[src/hdtx_defines.svh]
`ifndef HDTX_DEFINES_SVH
`define HDTX_DEFINES_SVH
// Register offsets within a port window
`define HDTX_OFS_CTRL 8'hA0
`define HDTX_OFS_DATA 8'hA2
`define HDTX_OFS_STAT 8'hA4
`define HDTX_OFS_LATCH 8'hA6
`define HDTX_OFS_IE 8'hA8
// Control field positions
`define HDTX_THR_LSB 8
`define HDTX_THR_MSB 12
`define HDTX_PSD_BIT 6
`define HDTX_FEI_BIT 5
`define HDTX_FILL_BIT 4
`define HDTX_REORD_BIT 3
`define HDTX_INV_BIT 2
`define HDTX_FCSD_BIT 1
`define HDTX_FRST_BIT 0
`define HDTX_CTRL_RESET 16'h0800
`define HDTX_CTRL_MASK 16'h1F7F
// Latched event and enable bit positions
`define HDTX_EV_OVER 5
`define HDTX_EV_UNDER 4
`define HDTX_EV_PEND 3
`define HDTX_EV_FULL 2
`define HDTX_EV_EMPTY 1
`define HDTX_EV_AVAIL 0
`define HDTX_LATCH_MASK 16'h003B
`define HDTX_IE_MASK 16'h003F
// Line patterns and CRC
`define HDTX_FLAG 8'h7E
`define HDTX_ONES 8'hFF
`define HDTX_CRC_INIT 16'hFFFF
`define HDTX_CRC_POLY 16'h8408
`define HDTX_STUFF_RUN 3'h5
// FIFO memory wake-up time after FIFO reset (frst) release; none after arst_n release
`define HDTX_WAKE_NS 200
`define HDTX_CLK_NS 25
`define HDTX_WAKE_CYC ((`HDTX_WAKE_NS + `HDTX_CLK_NS - 1) / `HDTX_CLK_NS)
`endif

[src/hdtx_pkg.sv]
package hdtx_pkg;
   typedef struct packed {
      logic [7:0] data;
      logic       pend;
   } hdtx_entry_s;
   typedef enum logic [2:0] {
      ST_IDLE  = 3'b000,
      ST_DATA  = 3'b001,
      ST_FCS_L = 3'b010,
      ST_FCS_H = 3'b011,
      ST_CLOSE = 3'b100
   } hdtx_state_e;
endpackage

[src/hdtx_top.sv]
`timescale 1ns/10ps
`include "hdtx_defines.svh"
module hdtx_top #(
   parameter int DEPTH = 256,
   parameter logic [1:0] PORT = 2'h0
) (
   input wire logic clk,
   input wire logic arst_n,
   input wire logic bus_sel,
   input wire logic bus_wr,
   input wire logic bus_rd,
   input wire logic [11:0] bus_addr,
   input wire logic [1:0] bus_be,
   input wire logic [15:0] bus_wdata,
   output logic [15:0] bus_rdata,
   input wire logic [3:0] port_irq_enable_field,
   input wire logic bit_req,
   output logic tx_bit,
   output logic tx_bit_valid,
   output logic irq
);
   localparam int AW = $clog2(DEPTH);
   localparam logic [AW:0] DEPTH_C = (AW+1)'(DEPTH);
   localparam logic [4:0] WAKE_C = 5'(`HDTX_WAKE_CYC);

   ////////////////////////////////////////////////////////////////////////
   // Register decode
   logic [15:0] ctrl;
   logic [15:0] latch;
   logic [15:0] ie;
   wire port_hit = bus_sel && (bus_addr[11:9] == {PORT, 1'b0} >> 1) && !bus_addr[8];
   wire [7:0] ofs = bus_addr[7:0];
   wire wr_ctrl = port_hit && bus_wr && ofs == `HDTX_OFS_CTRL;
   wire wr_data = port_hit && bus_wr && ofs == `HDTX_OFS_DATA && bus_be[1];
   wire wr_latch = port_hit && bus_wr && ofs == `HDTX_OFS_LATCH;
   wire wr_ie = port_hit && bus_wr && ofs == `HDTX_OFS_IE;
   wire [15:0] be_mask = {{8{bus_be[1]}}, {8{bus_be[0]}}};
   wire frst = ctrl[`HDTX_FRST_BIT];
   wire fcs_disable = ctrl[`HDTX_FCSD_BIT];
   wire fcs_error_insert = ctrl[`HDTX_FEI_BIT];
   wire packet_start_disable = ctrl[`HDTX_PSD_BIT];
   wire [4:0] free_space_threshold = ctrl[`HDTX_THR_MSB:`HDTX_THR_LSB];

   ////////////////////////////////////////////////////////////////////////
   // Transmit FIFO
   hdtx_pkg::hdtx_entry_s mem [DEPTH];
   logic [AW-1:0] wptr;
   logic [AW-1:0] rptr;
   logic [AW:0] count;
   logic [4:0] wake;
   logic frst_q;
   wire fifo_full = count == DEPTH_C;
   wire fifo_empty = count == '0;
   wire [AW:0] free_bytes = DEPTH_C - count;
   wire [AW:0] need = (AW+1)'({free_space_threshold, 3'b000}) + (AW+1)'(1);
   wire storage_available = free_bytes >= need;
   wire [5:0] free_group_count = 6'(free_bytes >> 3);
   wire accepting = !frst && wake == '0;
   wire push = wr_data && accepting && !fifo_full;
   wire overflow_ev = wr_data && accepting && fifo_full;
   wire frst_fall = frst_q && !frst;
   // Two-entry buffer between FIFO memory and serializer
   hdtx_pkg::hdtx_entry_s buf_q [2];
   logic [1:0] buf_cnt;
   logic buf_rd;
   wire buf_ready = buf_cnt != 2'h2;
   wire buf_valid = buf_cnt != 2'h0;
   wire fifo_pop = !fifo_empty && buf_ready && !frst;
   logic pop_buf;

   always_ff @(posedge clk) begin
      if (push) begin
         mem[wptr] <= '{data: bus_wdata[15:8], pend: bus_wdata[0] && bus_be[0]};
      end
   end

   always_ff @(posedge clk or negedge arst_n) begin
      if (!arst_n) begin
         wptr <= '0;
         rptr <= '0;
         count <= '0;
         frst_q <= 1'b0;
         wake <= 5'h00;
      end else begin
         frst_q <= frst;
         wptr <= frst ? '0 : wptr + AW'(push);
         rptr <= frst ? '0 : rptr + AW'(fifo_pop);
         count <= frst ? '0 : count + (AW+1)'(push) - (AW+1)'(fifo_pop);
         wake <= frst ? WAKE_C : (wake != '0 ? wake - 5'h01 : wake);
      end
   end

   always_ff @(posedge clk or negedge arst_n) begin
      if (!arst_n) begin
         buf_cnt <= 2'h0;
         buf_rd <= 1'b0;
         buf_q[0] <= '0;
         buf_q[1] <= '0;
      end else if (frst) begin
         buf_cnt <= 2'h0;
         buf_rd <= 1'b0;
      end else begin
         if (fifo_pop) begin
            // Tail slot is read slot plus fill, whether or not head leaves now
            buf_q[buf_rd ^ (buf_cnt == 2'h1)] <= mem[rptr];
         end
         buf_rd <= buf_rd ^ pop_buf;
         buf_cnt <= buf_cnt + 2'(fifo_pop) - 2'(pop_buf);
      end
   end

   ////////////////////////////////////////////////////////////////////////
   // Packet sequencer and serializer
   hdtx_pkg::hdtx_state_e state;
   hdtx_pkg::hdtx_state_e next_state;
   logic [7:0] sh;
   logic [3:0] cnt;
   logic [2:0] ones;
   logic raw;
   logic crc_on;
   logic [15:0] crc;
   logic underflow_ev;
   logic pend_ev;
   logic [7:0] next_sh;
   logic next_raw;
   logic next_crc_on;
   hdtx_pkg::hdtx_entry_s head;
   assign head = buf_q[buf_rd];
   wire stuff_due = !raw && ones == `HDTX_STUFF_RUN;
   wire load = cnt == 4'h0 && !stuff_due && !frst;
   wire [15:0] fcs_val = fcs_error_insert ? crc : ~crc;
   wire [7:0] data_ord = ctrl[`HDTX_REORD_BIT] ? {<<{head.data}} : head.data;
   wire [7:0] fill = ctrl[`HDTX_FILL_BIT] ? `HDTX_ONES : `HDTX_FLAG;
   wire shift_out = bit_req && !stuff_due && cnt != 4'h0;
   wire line_bit = stuff_due ? 1'b0 : sh[0];
   wire crc_fb = crc[0] ^ sh[0];

   always_comb begin
      next_state = state;
      next_sh = fill;
      next_raw = 1'b1;
      next_crc_on = 1'b0;
      pop_buf = 1'b0;
      underflow_ev = 1'b0;
      pend_ev = 1'b0;
      case (state)
         hdtx_pkg::ST_IDLE: begin
            if (buf_valid && !packet_start_disable) begin
               next_sh = `HDTX_FLAG;
               next_state = hdtx_pkg::ST_DATA;
            end
         end
         hdtx_pkg::ST_DATA: begin
            if (buf_valid) begin
               pop_buf = load;
               pend_ev = load && head.pend;
               next_sh = data_ord;
               next_raw = 1'b0;
               next_crc_on = 1'b1;
               if (head.pend) begin
                  next_state = fcs_disable ? hdtx_pkg::ST_CLOSE : hdtx_pkg::ST_FCS_L;
               end
            end else begin
               // Abort pattern on a dry FIFO
               underflow_ev = load;
               next_sh = `HDTX_ONES;
               next_state = hdtx_pkg::ST_IDLE;
            end
         end
         hdtx_pkg::ST_FCS_L: begin
            next_sh = fcs_val[7:0];
            next_raw = 1'b0;
            next_state = hdtx_pkg::ST_FCS_H;
         end
         hdtx_pkg::ST_FCS_H: begin
            next_sh = fcs_val[15:8];
            next_raw = 1'b0;
            next_state = hdtx_pkg::ST_CLOSE;
         end
         hdtx_pkg::ST_CLOSE: begin
            next_sh = `HDTX_FLAG;
            next_state = hdtx_pkg::ST_IDLE;
         end
         default: begin
            next_state = hdtx_pkg::ST_IDLE;
         end
      endcase
   end

   always_ff @(posedge clk or negedge arst_n) begin
      if (!arst_n) begin
         state <= hdtx_pkg::ST_IDLE;
         sh <= 8'hFF;
         cnt <= 4'h0;
         raw <= 1'b1;
         crc_on <= 1'b0;
         ones <= 3'h0;
         crc <= `HDTX_CRC_INIT;
      end else if (frst) begin
         state <= hdtx_pkg::ST_IDLE;
         cnt <= 4'h0;
         raw <= 1'b1;
         ones <= 3'h0;
      end else if (load) begin
         state <= next_state;
         sh <= next_sh;
         cnt <= 4'h8;
         raw <= next_raw;
         crc_on <= next_crc_on;
         if (state == hdtx_pkg::ST_IDLE) begin
            crc <= `HDTX_CRC_INIT;
         end
      end else if (bit_req && stuff_due) begin
         ones <= 3'h0;
      end else if (shift_out) begin
         sh <= {1'b1, sh[7:1]};
         cnt <= cnt - 4'h1;
         ones <= (raw || !sh[0]) ? 3'h0 : ones + 3'h1;
         if (crc_on) begin
            crc <= (crc >> 1) ^ (crc_fb ? `HDTX_CRC_POLY : 16'h0000);
         end
      end
   end

   always_ff @(posedge clk or negedge arst_n) begin
      if (!arst_n) begin
         tx_bit <= 1'b1;
         tx_bit_valid <= 1'b0;
      end else begin
         tx_bit_valid <= bit_req && (stuff_due || cnt != 4'h0) && !frst;
         if (bit_req && (stuff_due || cnt != 4'h0)) begin
            tx_bit <= line_bit ^ ctrl[`HDTX_INV_BIT];
         end
      end
   end

   ////////////////////////////////////////////////////////////////////////
   // Events, registers and read-back
   logic empty_q;
   logic avail_q;
   wire [15:0] ev_set = {10'h000, overflow_ev, underflow_ev, pend_ev, 1'b0,
                         (fifo_empty && !empty_q) || frst_fall,
                         (storage_available && !avail_q) || frst_fall};
   wire [15:0] status = {2'b00, free_group_count, 5'h00, fifo_full, fifo_empty,
                         storage_available};
   wire [15:0] rd_mux = !port_hit ? 16'h0000 :
                        ofs == `HDTX_OFS_CTRL ? ctrl :
                        ofs == `HDTX_OFS_STAT ? status :
                        ofs == `HDTX_OFS_LATCH ? latch :
                        ofs == `HDTX_OFS_IE ? ie : 16'h0000;
   wire irq_any = |(latch & ie & `HDTX_LATCH_MASK) && port_irq_enable_field[PORT];

   always_ff @(posedge clk or negedge arst_n) begin
      if (!arst_n) begin
         ctrl <= `HDTX_CTRL_RESET;
         ie <= 16'h0000;
         latch <= 16'h0000;
         empty_q <= 1'b1;
         avail_q <= 1'b1;
         bus_rdata <= 16'h0000;
         irq <= 1'b0;
      end else begin
         empty_q <= fifo_empty;
         avail_q <= storage_available;
         irq <= irq_any;
         if (wr_ctrl) begin
            ctrl <= (ctrl & ~be_mask) | (bus_wdata & be_mask & `HDTX_CTRL_MASK);
         end
         if (wr_ie) begin
            ie <= (ie & ~be_mask) | (bus_wdata & be_mask & `HDTX_IE_MASK);
         end
         // A new event in the clearing cycle survives the clear
         latch <= ((latch & ~(wr_latch ? bus_wdata & be_mask : 16'h0000)) | ev_set)
                  & `HDTX_LATCH_MASK;
         bus_rdata <= (port_hit && bus_rd) ? rd_mux : 16'h0000;
      end
   end

   ////////////////////////////////////////////////////////////////////////
   // Checks
   AST_AVAIL_LEVEL: assert property (@(posedge clk) disable iff (!arst_n)
      storage_available == (free_bytes >= need))
      else $error("storage available mismatch");
   AST_PSD_HOLD: assert property (@(posedge clk) disable iff (!arst_n)
      state == hdtx_pkg::ST_IDLE && packet_start_disable && load |=> state == hdtx_pkg::ST_IDLE)
      else $error("packet started while disabled");
   AST_FCS_SKIP: assert property (@(posedge clk) disable iff (!arst_n)
      state == hdtx_pkg::ST_DATA && load && buf_valid && head.pend && fcs_disable
      |=> state == hdtx_pkg::ST_CLOSE)
      else $error("FCS sent while disabled");
   AST_INVERT: assert property (@(posedge clk) disable iff (!arst_n)
      bit_req && cnt != 4'h0 && !stuff_due && !frst
      |=> tx_bit_valid && tx_bit == ($past(sh[0]) ^ $past(ctrl[`HDTX_INV_BIT])))
      else $error("output bit wrong");
   AST_RESET_DROP: assert property (@(posedge clk) disable iff (!arst_n)
      frst && wr_data |=> count == '0)
      else $error("write taken during FIFO reset");
   AST_WAKE_DISCARD: assert property (@(posedge clk) disable iff (!arst_n)
      frst_fall |-> !push [*8])
      else $error("write taken during wake-up");
   AST_PUSH_COUNT: assert property (@(posedge clk) disable iff (!arst_n)
      push && !fifo_pop |=> count == $past(count) + (AW+1)'(1))
      else $error("push lost");
   AST_FULL: assert property (@(posedge clk) disable iff (!arst_n)
      fifo_full |-> count == DEPTH_C && free_group_count == 6'h00)
      else $error("full flag wrong");
   AST_OVERFLOW: assert property (@(posedge clk) disable iff (!arst_n)
      overflow_ev |=> latch[`HDTX_EV_OVER])
      else $error("overflow not latched");
   AST_EMPTY_EV: assert property (@(posedge clk) disable iff (!arst_n)
      $rose(fifo_empty) |=> latch[`HDTX_EV_EMPTY])
      else $error("empty event missed");
   AST_IRQ: assert property (@(posedge clk) disable iff (!arst_n)
      irq |-> $past(port_irq_enable_field[PORT]) && $past(|(latch & ie)))
      else $error("interrupt without cause");
endmodule

[config.mk]
export PLATFORM = sky130hd
export DESIGN_NAME = hdtx_top
export DESIGN_NICKNAME = d
export VERILOG_FILES = /design/src/hdtx_pkg.sv /design/src/hdtx_top.sv
export VERILOG_INCLUDE_DIRS = /design/src
export SDC_FILE = /design/constraint.sdc
export NUM_CORES = 2
export LEC_CHECK = 0
export ABC_CLOCK_PERIOD_IN_PS = 5200
export BUFFER_PORTS_ARGS = -buffer_cell sky130_fd_sc_hd__buf_2
export CAP_MARGIN = 20
export CELL_PAD_IN_SITES_DETAIL_PLACEMENT = 1
export CELL_PAD_IN_SITES_GLOBAL_PLACEMENT = 1
export CORE_MARGIN = 3
export CORE_UTILIZATION = 45
export DETAILED_ROUTE_END_ITERATION = 12
export GPL_ROUTABILITY_DRIVEN = 0
export PLACE_DENSITY = 0.66
export SYNTH_ARGS = -nofsm -noshare
export SYNTH_HDL_FRONTEND = slang
export SYNTH_SLANG_ARGS = --single-unit
export TNS_END_PERCENT = 50
[constraint.sdc]
create_clock -name clk -period 5.2 [get_ports clk]
set_input_delay 0 -clock clk [delete_from_list [all_inputs] [get_ports clk]]
set_output_delay 0 -clock clk [all_outputs]
set_load 0.01 [all_outputs]
==> run_results.csv <==
group,metric,value,unit
outcome,status,"complete, no violations",
floorplan,core,213000,um^2
sta,tns,0,ns
detailed_routing,ant_nets,0,
worst_setup_path,crit_cells,18,
cells_and_area,area_growth,15.4,%
detailed_routing,drt_iter0_markers,5798,
cells_and_area,n_fill_cell,19117,
floorplan,ios,59,
power,power_frac_clock,0.313,
floorplan,rows,169,
floorplan,dieArea,221000,um^2
sta,finalSetupViolCount,0,
clock_tree,clkSinkCount,2450,
clock_tree,clk_latency,0.93,ns
logic_synthesis,netlist.area_leader.share,0.714,
cells_and_area,drive_gt1_frac,0.243,
sta,fin_crit,4.41,ns
detailed_routing,drc,0,
detailed_routing,num_vias,52288,
sta,finalHoldViolations,0,
cells_and_area,fin_area,112000,um^2
power,switching_share,0.320,
detailed_routing,first_pass_iters,6,
logic_synthesis,synth_area_leaders,"edfxtp_1 (71%), mux4_2 (10%), mux2i_1 (3.6%), dfrtp_1 (3.0%), nor2_1 (1.6%)",
worst_setup_path,critPathArrivalTime,5.22,ns
worst_setup_path,critPathMaxStageDelay,0.59,ns
floorplan,die_h,470,um
sta,drv_slew,0,
min_path,hold_class,"primary input to flip-flop",
sta,rsz0062_at_grt,"false",
worst_setup_path,end_kind,"flip-flop",
worst_setup_path,required,6.00,ns
sta,fmax,227,MHz
clock_tree,cts_buffer_depth,4,
logic_synthesis,yosys-top-cells-count,"edfxtp_1 (2304), mux4_2 (442), nor2_1 (415)",
detailed_routing,drt-wirelength-per-cell,32.1,um
detailed_routing,viasPerCell,6.06,
clock_tree,htree_levels,5,
logic_synthesis,synth_top_cell_by_area,"edfxtp_1",
flow_run,maxCapViolCount,0,
placed_design,dp_hpwl,171000,um
logic_synthesis,synth_top_flop_cell,"edfxtp_1",
logic_synthesis,ys_ff_latch,2450,
logic_synthesis,synth.net_count,5157,
logic_synthesis,async_flop_share,0.0596,
floorplan,die_x,470,um
clock_tree,cts_root_buf,"clkbuf_16",
worst_setup_path,worst_setup_path_start_kind,"flip-flop",
worst_setup_path,path_class,"flip-flop to flip-flop",
logic_synthesis,yosys_warnings,0,
logic_synthesis,syn-instance-count,5081,
cells_and_area,fin_cells,8634,
logic_synthesis,synth_area,96900,um^2
logic_synthesis,ys_types,76,
detailed_routing,wirelength,277000,um
power,irDropWorstVdd,0.396,mV
power,sequentialPowerShare,0.388,
clock_tree,cts_resized,0,
power,switching_power,18.6,mW
sta,fin_skew,0.0513,ns
cells_and_area,nets,5701,
worst_setup_path,reg2regPathDepth,18,
global_route,grt_pass1_vias,54938,
global_route,track_usage,0.250,
clock_tree,cts_made_buffers,276,
worst_setup_path,crit_path_cell_trace,"inv_1, ha_1, or4b_1, or3_4, nor4_4, inv_2, ha_1, inv_1, ha_1, fa_1, nor2b_1, o21a_1, o21bai_1, a21oi_1, o21bai_1, a21oi_1, or3_1, a21oi_1",
logic_synthesis,ys_seq_area_frac,0.752,
min_path,holdPathStages,6,
sta,relSlewSlack,0.224,
logic_synthesis,synth.avg_cell_area,19.1,um^2
clock_tree,clkTransAtPathRegs,0.06,ns
power,power,58.0,mW
power,p_per_area,519,nW/um^2
logic_synthesis,synth-edff-count,2304,
sta,worst_pin_slew,1.16,ns
placed_design,dpl_cell_area,103000,um^2
placed_design,place_inst,8114,
power,comb_power_share,0.298,
worst_setup_path,path_buf_inv,3,
power,leakagePower,37.0,nW
global_route,grt_max_degree,165,
global_route,overflow,0,
power,p_int,39.4,mW
global_route,antenna_found_initial,8,
global_route,grt_pass1_wl,401000,um
worst_setup_path,crit_fanout,6,
sta,finalCritPeriodShare,0.849,
worst_setup_path,critical-path-slowest-cell,"or4b_1",
floorplan,initial_core_util,0.454,
clock_tree,cts_tree,"built",
placed_design,portBuffers,54,
logic_synthesis,synth.most_common_cell,"edfxtp_1",
worst_setup_path,critical-path-top-delay-family,"simple AND/OR/NAND/NOR gates",
[state kept, by name, indices dropped and copies added (netlist names), 9 cells and up, named ones only]
register and count:
buf_q 18, ie 10, mem 2304, count 9
crc 16, bus_rdata 16
[routing by layer]
metal / wire, um / track usage / vias to the layer above
met1: 112000 / 0.340 / 28051
met5: 27 / 0 / -
met2: 134000 / 0.404 / 2069
met4: 10200 / 0.0919 / 4
met3: 20200 / 0.0479 / 493
li1: - / - / 21671
[through the flow]
step                utilization  hold slack [ns]  setup WS (ns)
floorplan                     -           -0.296           1.09
global placement          0.483            0.219          0.706
detailed placement        0.483            0.219          0.739
CTS                       0.524          0.00987          0.725
global route              0.524           0.0703          0.471
finish                    0.524           0.0699          0.786
[worst reg2reg max path: cells and delay by family, from the launching register on]
| family | cells | cell delay [ns] |
|---|---|---|
| flops | 1 | 0.42 |
| compound gates | 6 | 0.81 |
| simple gates | 5 | 1.75 |
| buf+inv | 3 | 0.29 |
| fa+ha+maj | 4 | 1.09 |
[placed cells by master, fill, tap and decap left out, types with 29 or more instances in the layout]
master | netlist | final
a21oi_1 | 115 | 115
a22oi_1 | 55 | 55
buf_2 | 47 | 45
buf_4 | 50 | 417
clkbuf_1 | 139 | 76
clkbuf_16 | 0 | 281
clkinv_1 | 1 | 48
clkinv_2 | 0 | 33
dfrtp_1 | 117 | 111
dfstp_2 | 29 | 29
dlygate4sd3_1 | 0 | 51
edfxtp_1 | 2304 | 2304
ha_1 | 35 | 35
inv_1 | 36 | 36
mux2_2 | 48 | 48
mux2i_1 | 353 | 353
mux4_2 | 442 | 442
nand2_1 | 192 | 179
nand3_1 | 37 | 37
nor2_1 | 415 | 411
nor2b_1 | 41 | 38
nor3_1 | 44 | 42
o21ai_0 | 97 | 97
o221ai_1 | 75 | 75
o22ai_1 | 67 | 67
[power groups by stage]
stage               registers (mW)  logic, mW  clock network, mW
global route                  22.6       18.2               19.3
global placement              22.9       17.1                  0
finish                        22.5       17.3               18.2
floorplan                     22.5       10.7                  0
CTS                           22.5       17.4               18.5
detailed placement            22.9       17.2                  0
[worst paths after layout]
check,from,endpoint,slack [ns]
worst min register to register,sh[4],sh[4],0.48
worst max register to register,wake[0],count[8],0.79
min in group asynchronous,arst_n,tx_bit,0.42
worst max-delay path,wake[0],count[8],0.79
max in group asynchronous,arst_n,rptr[1],4.15
worst min-delay path,bus_wr,wptr[0],0.07
[area by class of cell]
cell class	instances	area, um^2	share of cell area
multi-input combinational	2306	22400	0.201
clock buffer	358	7330	0.0656
sequential	2450	72900	0.652
tap	2821	3530	0.0316
timing repair buffer	551	4560	0.0408
inverter	40	156	0.00140
antenna	5	12.5	0.000112
clock inverter	103	883	0.00790
[timing repair]
item / CTS / global route
hold buffers: 52 / 0
buffers inserted: 0 / 0
endpoints found under the hold margin: 1069 / 0
[cell families after synthesis]
kind of cell / share of synthesized area
xor gates and xnor gates: 0.00326
muxes: 0.145
adders and majority gates: 0.00473
and+or+nand+nor: 0.0360
buffers and inverters: 0.0172
AOI/OAI and AO/OA: 0.0417
DFF: 0.752
Power figures use the tool's default switching activity.
